<file path="src/include/vtr_pkg.sv">
package vtr_pkg;

  localparam int PC_W = 12;
  localparam int PW_W = 15;
  localparam int DW   = 8;

  localparam logic [11:0] VEC_RESET  = 12'h000;
  localparam logic [11:0] VEC_SERIAL = 12'h004;
  localparam logic [11:0] VEC_TIMER  = 12'h008;
  localparam logic [11:0] VEC_EXT    = 12'h00c;

  localparam logic [7:0] ADDR_TBL_PTR_LOW  = 8'h07;
  localparam logic [7:0] ADDR_TBL_HIGH     = 8'h08;
  localparam logic [7:0] ADDR_TBL_PTR_HIGH = 8'h1f;

  localparam logic [3:0] LAST_PAGE  = 4'hf;
  localparam logic [7:0] RESET_BYTE = 8'h00;
  localparam int         GP_START   = 32;
  localparam int         DM_DEPTH   = 128;
  localparam int         TBL_CYCLES = 2;

  typedef enum {ST_IDLE, ST_FETCH} vtr_state_type;

  // Table-read instruction as issued by the core.
  typedef struct packed {
    logic       last_page;
    logic [7:0] dest;
  } vtr_tbl_req_type;

  // Data-memory access as issued by the core.
  typedef struct packed {
    logic       wr;
    logic       rd;
    logic       set;
    logic       clr;
    logic [2:0] bit_sel;
    logic [7:0] addr;
    logic [7:0] wdata;
  } vtr_dm_req_type;

endpackage

</file>
<file path="src/design/vtr_core.sv">
`timescale 1ns/1ns

////////////////////////////////////////////////////////////////////////////
// Summary of operation
// After reset the program counter is loaded with 000H.
// Finished serial word, enabled, stack not full: branch to 004H.
// Timer overflow, enabled, stack not full: branch to 008H.
// Falling edge on external interrupt, enabled, stack free: branch 00CH.
// Table read writes low byte to named location, upper bits to 08H.
// Current-page read, option off: page from PC bits, low from pointer.
// Option on: current-page read takes page from high pointer bits 3..0.
// Last-page read forces page bits to ones, range F00H to FFFH.
// Table high byte bits without program-word bits read zero.
// Table high byte is read-only; only table reads update it.
// Pointer low 07H and high 1FH are read/write; high ignored if off.
// High pointer option defaults to disabled.
// Current-page read stays inside the 256-word page.
// Every table read takes two instruction cycles.
// Software guards main-routine table reads against interrupt reuse.
// Data memory is 8 bits wide, SFRs from 00H then general purpose.
// Bit set and clear instructions change one general purpose bit only.
// With stack full a request stays pending until stack frees.
// Program memory is 4K by 15, addressed by 12 bits.
// Simultaneous pending requests are served lowest vector first.
module vtr_core
  import vtr_pkg::*;
#(
  parameter bit HIGH_PTR_EN = 1'b0,
  parameter int DEPTH       = DM_DEPTH
) (
  input  wire logic            sys_clk,
  input  wire logic            resetn,
  input  wire vtr_dm_req_type  dm_req,
  output logic [DW-1:0]        dm_rdata_q,
  input  wire logic            tbl_start,
  input  wire vtr_tbl_req_type tbl_req,
  output logic                 tbl_busy_q,
  output logic                 tbl_done_q,
  input  wire logic [3:0]      program_counter_page_bits,
  output logic [PC_W-1:0]      pm_addr_q,
  output logic                 pm_rd_q,
  input  wire logic [PW_W-1:0] pm_data,
  input  wire logic            serial_done,
  input  wire logic            timer_ovf,
  input  wire logic            ext_int_n,
  input  wire logic [2:0]      int_enable,
  input  wire logic            stack_full,
  output logic                 pc_load_q,
  output logic [PC_W-1:0]      pc_addr_q
);

  ////////////////////////////////////////////////////////////////////////////
  // Decoding shared by the read path and the write path.

  function automatic logic is_gp(input logic [7:0] a);
    is_gp = (int'(a) >= GP_START) && (int'(a) < DEPTH);
  endfunction

  function automatic int gp_index(input logic [7:0] a);
    gp_index = int'(a) - GP_START;
  endfunction

  ////////////////////////////////////////////////////////////////////////////
  // Storage.

  logic [DW-1:0]   tbl_ptr_low_q;
  logic [DW-1:0]   tbl_ptr_high_q;
  logic [DW-1:0]   tbl_high_byte_q;
  logic [DW-1:0]   gp_mem_q [DEPTH-GP_START];
  vtr_state_type   state_q;
  vtr_tbl_req_type req_q;
  logic            ext_prev_q;
  logic            boot_q;
  logic [2:0]      pend_q;
  logic [PC_W-1:0] tbl_addr_d;
  logic            ext_fall;
  logic            dm_gp_wr;
  logic            tbl_wr;
  logic            int_go;
  logic [2:0]      serve;
  localparam int   GP_AW = $clog2(DEPTH - GP_START);

  ////////////////////////////////////////////////////////////////////////////
  // Table address formation.

  always_comb begin
    tbl_addr_d[7:0] = tbl_ptr_low_q;
    if (tbl_req.last_page) begin
      tbl_addr_d[11:8] = LAST_PAGE;
    end else if (HIGH_PTR_EN) begin
      tbl_addr_d[11:8] = tbl_ptr_high_q[3:0];
    end else begin
      tbl_addr_d[11:8] = program_counter_page_bits;
    end
  end

  ////////////////////////////////////////////////////////////////////////////
  // Table-read sequencer: issue cycle, then fetch cycle.

  always_ff @(posedge sys_clk) begin
    if (!resetn) begin
      state_q    <= ST_IDLE;
      req_q      <= '0;
      pm_addr_q  <= VEC_RESET;
      pm_rd_q    <= 1'b0;
      tbl_busy_q <= 1'b0;
      tbl_done_q <= 1'b0;
    end else begin
      tbl_done_q <= 1'b0;
      case (state_q)
        ST_IDLE: begin
          if (tbl_start) begin
            state_q    <= ST_FETCH;
            req_q      <= tbl_req;
            pm_addr_q  <= tbl_addr_d;
            pm_rd_q    <= 1'b1;
            tbl_busy_q <= 1'b1;
          end
        end
        ST_FETCH: begin
          state_q    <= ST_IDLE;
          pm_rd_q    <= 1'b0;
          tbl_busy_q <= 1'b0;
          tbl_done_q <= 1'b1;
        end
        default: begin
          state_q <= ST_IDLE;
        end
      endcase
    end
  end

  assign tbl_wr = (state_q == ST_FETCH);

  // The high byte only changes on a table read; core writes to it are dropped.
  always_ff @(posedge sys_clk) begin
    if (!resetn) begin
      tbl_high_byte_q <= RESET_BYTE;
    end else if (tbl_wr) begin
      tbl_high_byte_q <= {1'b0, pm_data[PW_W-1:DW]};
    end
  end

  ////////////////////////////////////////////////////////////////////////////
  // Pointer registers.

  always_ff @(posedge sys_clk) begin
    if (!resetn) begin
      tbl_ptr_low_q  <= RESET_BYTE;
      tbl_ptr_high_q <= RESET_BYTE;
    end else if (dm_req.wr && !tbl_wr) begin
      if (dm_req.addr == ADDR_TBL_PTR_LOW) begin
        tbl_ptr_low_q <= dm_req.wdata;
      end
      if (dm_req.addr == ADDR_TBL_PTR_HIGH) begin
        tbl_ptr_high_q <= dm_req.wdata;
      end
    end
  end

  ////////////////////////////////////////////////////////////////////////////
  // General purpose memory. The table-read write port wins over a core
  // access in the same cycle, because dm_gp_wr is gated off by tbl_wr.

  assign dm_gp_wr = !tbl_wr && is_gp(dm_req.addr);

  for (genvar i = 0; i < DEPTH - GP_START; i++) begin : g_mem
    always_ff @(posedge sys_clk) begin
      if (!resetn) begin
        gp_mem_q[i] <= RESET_BYTE;
      end else if (tbl_wr && is_gp(req_q.dest)
                   && gp_index(req_q.dest) == i) begin
        gp_mem_q[i] <= pm_data[DW-1:0];
      end else if (dm_gp_wr && gp_index(dm_req.addr) == i) begin
        if (dm_req.wr) begin
          gp_mem_q[i] <= dm_req.wdata;
        end else if (dm_req.set) begin
          gp_mem_q[i][dm_req.bit_sel] <= 1'b1;
        end else if (dm_req.clr) begin
          gp_mem_q[i][dm_req.bit_sel] <= 1'b0;
        end
      end
    end
  end

  ////////////////////////////////////////////////////////////////////////////
  // Read port: answered one cycle after the request; unused SFRs read 00H.

  always_ff @(posedge sys_clk) begin
    if (!resetn) begin
      dm_rdata_q <= RESET_BYTE;
    end else if (dm_req.rd) begin
      if (dm_req.addr == ADDR_TBL_PTR_LOW) begin
        dm_rdata_q <= tbl_ptr_low_q;
      end else if (dm_req.addr == ADDR_TBL_HIGH) begin
        dm_rdata_q <= tbl_high_byte_q;
      end else if (dm_req.addr == ADDR_TBL_PTR_HIGH) begin
        dm_rdata_q <= tbl_ptr_high_q;
      end else if (is_gp(dm_req.addr)) begin
        dm_rdata_q <= gp_mem_q[GP_AW'(gp_index(dm_req.addr))];
      end else begin
        dm_rdata_q <= RESET_BYTE;
      end
    end
  end

  ////////////////////////////////////////////////////////////////////////////
  // Interrupt requests. Bit 0 serial, bit 1 timer, bit 2 external.

  assign ext_fall = ext_prev_q && !ext_int_n;
  assign int_go   = !stack_full && !tbl_busy_q && !tbl_start && !boot_q;

  always_comb begin
    serve = '0;
    if (int_go) begin
      if (pend_q[0] && int_enable[0]) begin
        serve[0] = 1'b1;
      end else if (pend_q[1] && int_enable[1]) begin
        serve[1] = 1'b1;
      end else if (pend_q[2] && int_enable[2]) begin
        serve[2] = 1'b1;
      end
    end
  end

  always_ff @(posedge sys_clk) begin
    if (!resetn) begin
      ext_prev_q <= 1'b1;
    end else begin
      ext_prev_q <= ext_int_n;
    end
  end

  // A new event in the serving cycle keeps its flag set.
  always_ff @(posedge sys_clk) begin
    if (!resetn) begin
      pend_q <= '0;
    end else begin
      pend_q <= (pend_q & ~serve)
              | {ext_fall, timer_ovf, serial_done};
    end
  end

  ////////////////////////////////////////////////////////////////////////////
  // Program counter load requests.

  always_ff @(posedge sys_clk) begin
    if (!resetn) begin
      boot_q    <= 1'b1;
      pc_load_q <= 1'b0;
      pc_addr_q <= VEC_RESET;
    end else begin
      boot_q    <= 1'b0;
      pc_load_q <= boot_q || (serve != '0);
      if (boot_q) begin
        pc_addr_q <= VEC_RESET;
      end else if (serve[0]) begin
        pc_addr_q <= VEC_SERIAL;
      end else if (serve[1]) begin
        pc_addr_q <= VEC_TIMER;
      end else if (serve[2]) begin
        pc_addr_q <= VEC_EXT;
      end
    end
  end
endmodule // vtr_core

</file>
<file path="config.mk">
export PLATFORM = sky130hd
export DESIGN_NAME = vtr_core
export DESIGN_NICKNAME = d
export VERILOG_FILES = /design/src/include/vtr_pkg.sv /design/src/design/vtr_core.sv
export SDC_FILE = /design/constraint.sdc
export NUM_CORES = 2
export LEC_CHECK = 0
export BUFFER_PORTS_ARGS = -buffer_cell sky130_fd_sc_hd__buf_2
export CAP_MARGIN = 10
export CELL_PAD_IN_SITES_DETAIL_PLACEMENT = 0
export CELL_PAD_IN_SITES_GLOBAL_PLACEMENT = 2
export CORE_MARGIN = 5
export CORE_UTILIZATION = 38
export CTS_CLUSTER_SIZE = 30
export DETAILED_ROUTE_END_ITERATION = 8
export PLACE_DENSITY_LB_ADDON = 0.3
export SYNTH_ARGS = -nofsm -noshare
export SYNTH_HDL_FRONTEND = slang
export SYNTH_SLANG_ARGS = --single-unit
export TNS_END_PERCENT = 50
</file>
<file path="constraint.sdc">
create_clock -name sys_clk -period 2.7 [get_ports sys_clk]
set_clock_uncertainty 0.15 [all_clocks]
set_input_delay 0.27 -clock sys_clk [delete_from_list [all_inputs] [get_ports sys_clk]]
set_output_delay 0.27 -clock sys_clk [all_outputs]
set_load 0.02 [all_outputs]
</file>
Yosys cells after proc, flatten, opt, wreduce, memory -nomap -nowiden
Memories as Yosys holds them, arrays and structs flattened.
Cells that the tools add are included.
{ "op_classes": {"add_sub_neg": 2, "n_lt_le_gt_ge": 6, "eq_ne": 194, "muxes": 3194, "bitwise": 1732, "reduce_logical": 225} }
{ "op_table": {"columns": ["cell", "n"], "rows": [
  ["$mux W8", 388],
  ["$mux W1", 2798],
  ["$or A1 B1 Y1", 1728],
  ["$eq A32 B7 Y1 const B", 32],
  ["$eq A32 B8 Y1 const B", 32],
  ["$eq A32 B6 Y1 const B", 16],
  ["$eq A9 B7 Y1 const B", 32],
  ["$eq A9 B8 Y1 const B", 32],
  ["$eq A32 B5 Y1 const B", 8],
  ["$logic_and A1 B1 Y1", 205],
  ["$eq A9 B6 Y1 const B", 16],
  ["$eq A32 B4 Y1 const B", 4],
  ["$logic_not A32 Y1", 3],
  ["$eq A9 B5 Y1 const B", 8],
  ["$eq A32 B3 Y1 const B", 2],
  ["$eq A9 B4 Y1 const B", 4],
  ["$eq A32 B2 Y1 const B", 1],
  ["$eq A9 B3 Y1 const B", 2],
  ["$sub A8 B6 Y9 const B", 2],
  ["$ge A8 B6 Y1 const B", 2],
  ["$lt A8 B8 Y1 const B", 2],
  ["$mux W4", 3],
  ["$reduce_and A2 Y1", 5],
  ["$eq A9 B2 Y1 const B", 1],
  ["20 further kinds", 27]
]} }
{ "totals": {"ff_bits": 62, "ramBits": 768, "in_bits": 61, "output_inout_bits": 36, "mem_count": 1} }
{ "mem_list": {"columns": ["name", "words", "word_bits", "rd", "rd_ports_with_merged_regs", "wr", "line_no", "source"], "rows": [
  ["gp_mem_q", 96, 8, 1, 0, 96, "vtr_core.sv:69", "logic [DW-1:0] gp_mem_q [DEPTH-GP_START];"]
]} }

Logic depth before layout (Yosys ltp)
{ "depth": {"ltp_word": 11, "depth_mapped": 12} }

Least setup slack after synthesis
Ideal clock, no wire load.
{ "synth_path": {"path_type": "input port to flip-flop", "start": "input dm_req[13] (netlist name)", "end": "memory gp_mem_q[48][0] (enable)", "setup_time_ns": 0.303, "t_arrival_ns": 2.508, "path_slack_ns": -0.261, "stages": 10, "path_buffers": 4, "path_cell_list": "clkbuf_1 -> inv_1 -> ha_1 -> clkbuf_1 -> nand4_1 -> buf_2 -> nor2_1 -> buf_2 -> nand2_1 -> o21ai_1"} }
{ "synth_rtl": {"columns": ["item", "line_no", "source"], "rows": [
  ["start: declaration", "vtr_core.sv:33", "input wire vtr_dm_req_type dm_req,"],
  ["end: declaration", "vtr_core.sv:69", null]
]} }

==> results by group <==
Timing
  • Max Slew Vio Count: 0
  • Crit path time final: 2710 ps
  • FMAX: 368 MHz
  • Final period utilization: 101%
  • Hold Vio Cnt, Final: 0
  • RSZ-0062 raised after global routing: true
  • Final hold slack: 61.4 ps
  • Final setup fails: 4
  • Normalized max-slew margin: 24.3%
  • Slew @ Worst Pin: 1120 ps
  • Final WS setup: -14.8 ps
  • Total negative slack: -36.8 ps

Drt
  • # DRC: 0
  • Antenna Nets Post-Route: 0
  • WL per Instance: 34.5 um
  • WL final: 272 mm
  • Vias post-DR: 52600
  • 1st-iter DRT viols: 8151
  • Vias/cell: 6.69
  • TritonRoute pass-1 iters: 6

Power and ir drop
  • Clock power share: 41.8%
  • Power Total: 33.2 mW
  • Part of the power in registers: 44.2%
  • Net Sw Frac: 28.5%
  • Sw power: 9.46 mW
  • Internal power: 23.7 mW
  • Combinational group share of total power: 14.0%
  • P_leak: 23.5 nW
  • Peak VDD IR: 0.000542 V
  • Cell Pwr Density: 505 mW/mm^2

Yosys
  • Synth area leader: edfxtp_1
  • Main synth FF type: edfxtp_1
  • Post-synth EDFFs: 768
  • Syn_area_per_cell: 9.78 um^2
  • Yosys reg bits: 830
  • Synth Warn #: 0
  • Synth async-reset ratio: 0%
  • Mapped cell area: 0.0531 mm^2
  • Synth top area share: 43.4%
  • Mapped Cells: 5429
  • Synth top area cells: edfxtp_1 (43%), mux4_2 (7.4%), a221o_1 (6.7%)
  • Cell variety after synth: 72
  • Sequential fraction of the synthesis area: 45.8%

Clock tree
  • Clock sinks: 830
  • Htree depth: 3
  • CTS root buf: clkbuf_16
  • CTS tree: built
  • Clock Latency Late Sink: 760 ps
  • Inserted Clock Buffers: 99
  • Clk buf depth: 3
  • Reg clk slew, reported paths: 60 ps

Place
  • Port Buffer Count: 86
  • Routability Congestion: 1.02
  • Post-detail-place hpwl: 182 mm

Global route
  • Vias in the first global route: 49900
  • All-Layer GR Usage: 35.8%
  • Largest net degree at the start of global routing: 76
  • Initial antenna violation count: 11
  • First-pass GRT wire length: 379 mm
  • Grt ovf: 0

Setup path
  • Setup crit end kind: register
  • Reg2Reg Depth: 7
  • FF-to-FF Start: gp_mem_q[51][2]
  • CP Launch Type: input pin
  • Worst-path maximum fanout: 8
  • Buf/Inv on CP: 4
  • Worst path cell trace: dlygate4sd3_1, buf_4, and2_1, nand2_4, buf_4, nor3_1, and3_1, nor2_1, buf_4, o21ai_0
  • R2r endpoint: dm_rdata_q[2]
  • Reg-to-reg slack, setup: 10 ps
  • Worst setup path class: in -> reg
  • Crit path max-delay cell type: nor3_1
  • Worst EP arrival: 2970 ps
  • CP peak stage delay: 630 ps
  • Critical Path RT: 2960 ps
  • Largest delay share family, worst path: simple AND/OR/NAND/NOR gates
  • Most used cell, CP: buf_4

Finish
  • Multi-input gate area: 0.0271 mm^2
  • Register Area: 0.0243 mm^2
  • Layout cell share with drive strength beyond 1: 24.5%
  • Number of nets in the layout: 5964
  • Syn-to-layout area delta: 23.8%
  • # fillers: 13000

Worst hold path
  • Hold Path End: gp_mem_q[62][7]
  • Worst Min Path Start: pm_data[7]
  • Hold WC Path Type: in -> reg
  • WHS Path Cells: 3

Outcome
  • Outcome: finished, violations left
  • Violated checks: negative setup slack

Die
  • Starting density of the core: 38.1%
  • Die area: 0.147 mm^2
  • Die width: 384 um
  • Num ports: 97
  • Core Area: 0.139 mm^2
  • Chip height: 384 um
  • Row Count: 137

Flow run
  • Max_cap viols: 0
## registers in the layout, indices dropped and copies added, names as in the netlist, 3 cells and up
name             flops
dm_rdata_q           8
tbl_high_byte_q      7
req_q                8
pm_addr_q           12
pend_q               3
gp_mem_q           768
tbl_ptr_low_q        8
tbl_ptr_high_q       8
## layout by cell type (no fill, tap or decap), types with 27 or more instances in the layout
master and count:
clkbuf_16 99, nand4_1 27, nand2_1 802, o221ai_1 49
a21oi_1 39, edfxtp_1 768, buf_2 66, nor2_4 41
nor2_1 531, o21ai_1 703, nor2_2 57, dfxtp_1 60
dlygate4sd3_1 49, buf_12 136, a22oi_1 348, nand3_1 118
a221o_1 353, mux2i_1 81, buf_4 676, nor3_1 44
nor4_4 32, a22o_1 33, nor3_2 28, mux4_2 174
o21ai_0 241, and3_1 40
## worst max path at each step
stage / startpoint / to / slack (ps) / cells after the start
after floorplan: dm_req[13] / gp_mem_q[95][0] / -30 / 12
after global placement: dm_req[9] / dm_rdata_q[5] / -910 / 11
after detailed placement: dm_req[9] / dm_rdata_q[5] / -1010 / 11
after CTS: gp_mem_q[40][5] / dm_rdata_q[5] / -90 / 8
after global routing: req_q[6] / gp_mem_q[22][3] / -20 / 11
final: resetn / gp_mem_q[59][7] / -10 / 10
## logic make-up (layout without fill, tap and decap cells)
family	after synthesis	in the layout	synth area share (%)
buf+inv	585	1128	4.60
mux	265	265	9.12
fa+ha+maj	6	6	0.141
compound gates	1897	1897	24.3
simple gates	1845	1845	16.1
other cells	1	15	0.00706
flops	830	830	45.8
## final cells by class
cell class                      instances  area share, %
Sequential cell                       830           37.0
Tap cell                             1876           3.57
Antenna cell                            5         0.0190
Timing Repair Buffer                  932           13.2
Clock inverter                         55          0.895
Clock buffer                          130           4.08
Inverter                               11         0.0704
Multi-Input combinational cell       4023           41.2
## metrics by stage
| stage | instance area, um^2 | util, % | setup slack (ps) | cells |
|---|---|---|---|---|
| 2_1_floorplan | 53300 | - | -33.4 | 5438 |
| 3_3_place_gp | 61400 | 44.1 | -906 | 7619 |
| 3_5_place_dp | 61400 | 44.1 | -1010 | 7619 |
| 4_1_cts | 65500 | 47.1 | -91.8 | 7855 |
| 5_1_grt | 65700 | 47.2 | -19.5 | 7859 |
| 6_report | 65700 | 47.2 | -14.8 | 7862 |
## metal layers
layer	wire length, um	vias up	global-route usage [%]
met4	18100	4	19.4
met5	27	-	0
met3	35100	880	9.41
met1	103000	25700	47.9
li1	-	22000	-
met2	116000	4065	52.9
## power by group through the flow
stage	Sequential, mW	Clock (mW)	Combinational (mW)
after global placement	14.9	0	4.34
after global routing	14.7	14.5	4.72
after floorplan	14.8	0	2.20
final	14.7	13.9	4.65
after CTS	14.7	13.9	4.46
after detailed placement	14.9	0	4.37
## cell usage after synthesis, drive strengths merged (5+ instances only)
cell,number
o21ai,949
nand2,812
edfxtp,768
nor2,629
clkbuf,465
a221o,353
a22oi,348
mux4,174
nand3,121
buf,109
nor3,83
mux2i,81
dfxtp,62
o221ai,49
and3,42
nor4,40
a21oi,39
a22o,33
nand4,27
o221a,23
nor2b,21
nand2b,20
o22ai,18
a32oi,17
a221oi,15
and2,13
a2111oi,11
inv,10
mux2,10
o211ai,8
a31oi,7
or4,7
ha,6
nand3b,5
o2bb2ai,5
or2,5
## worst min-delay path: stages
cell and delay [ps]:
buf_4 320, nand2_1 140, nand2_1 40
## what timing repair did
item	in CTS	in global routing
endpoints found under the setup margin	716	680
buffers inserted	1	2
hold endpoints to repair	97	0
hold buffers	49	0
resized for setup	90	79
gates cloned	1	0
pin swaps	1	4
No activity file was read; power rests on OpenSTA's default activity.
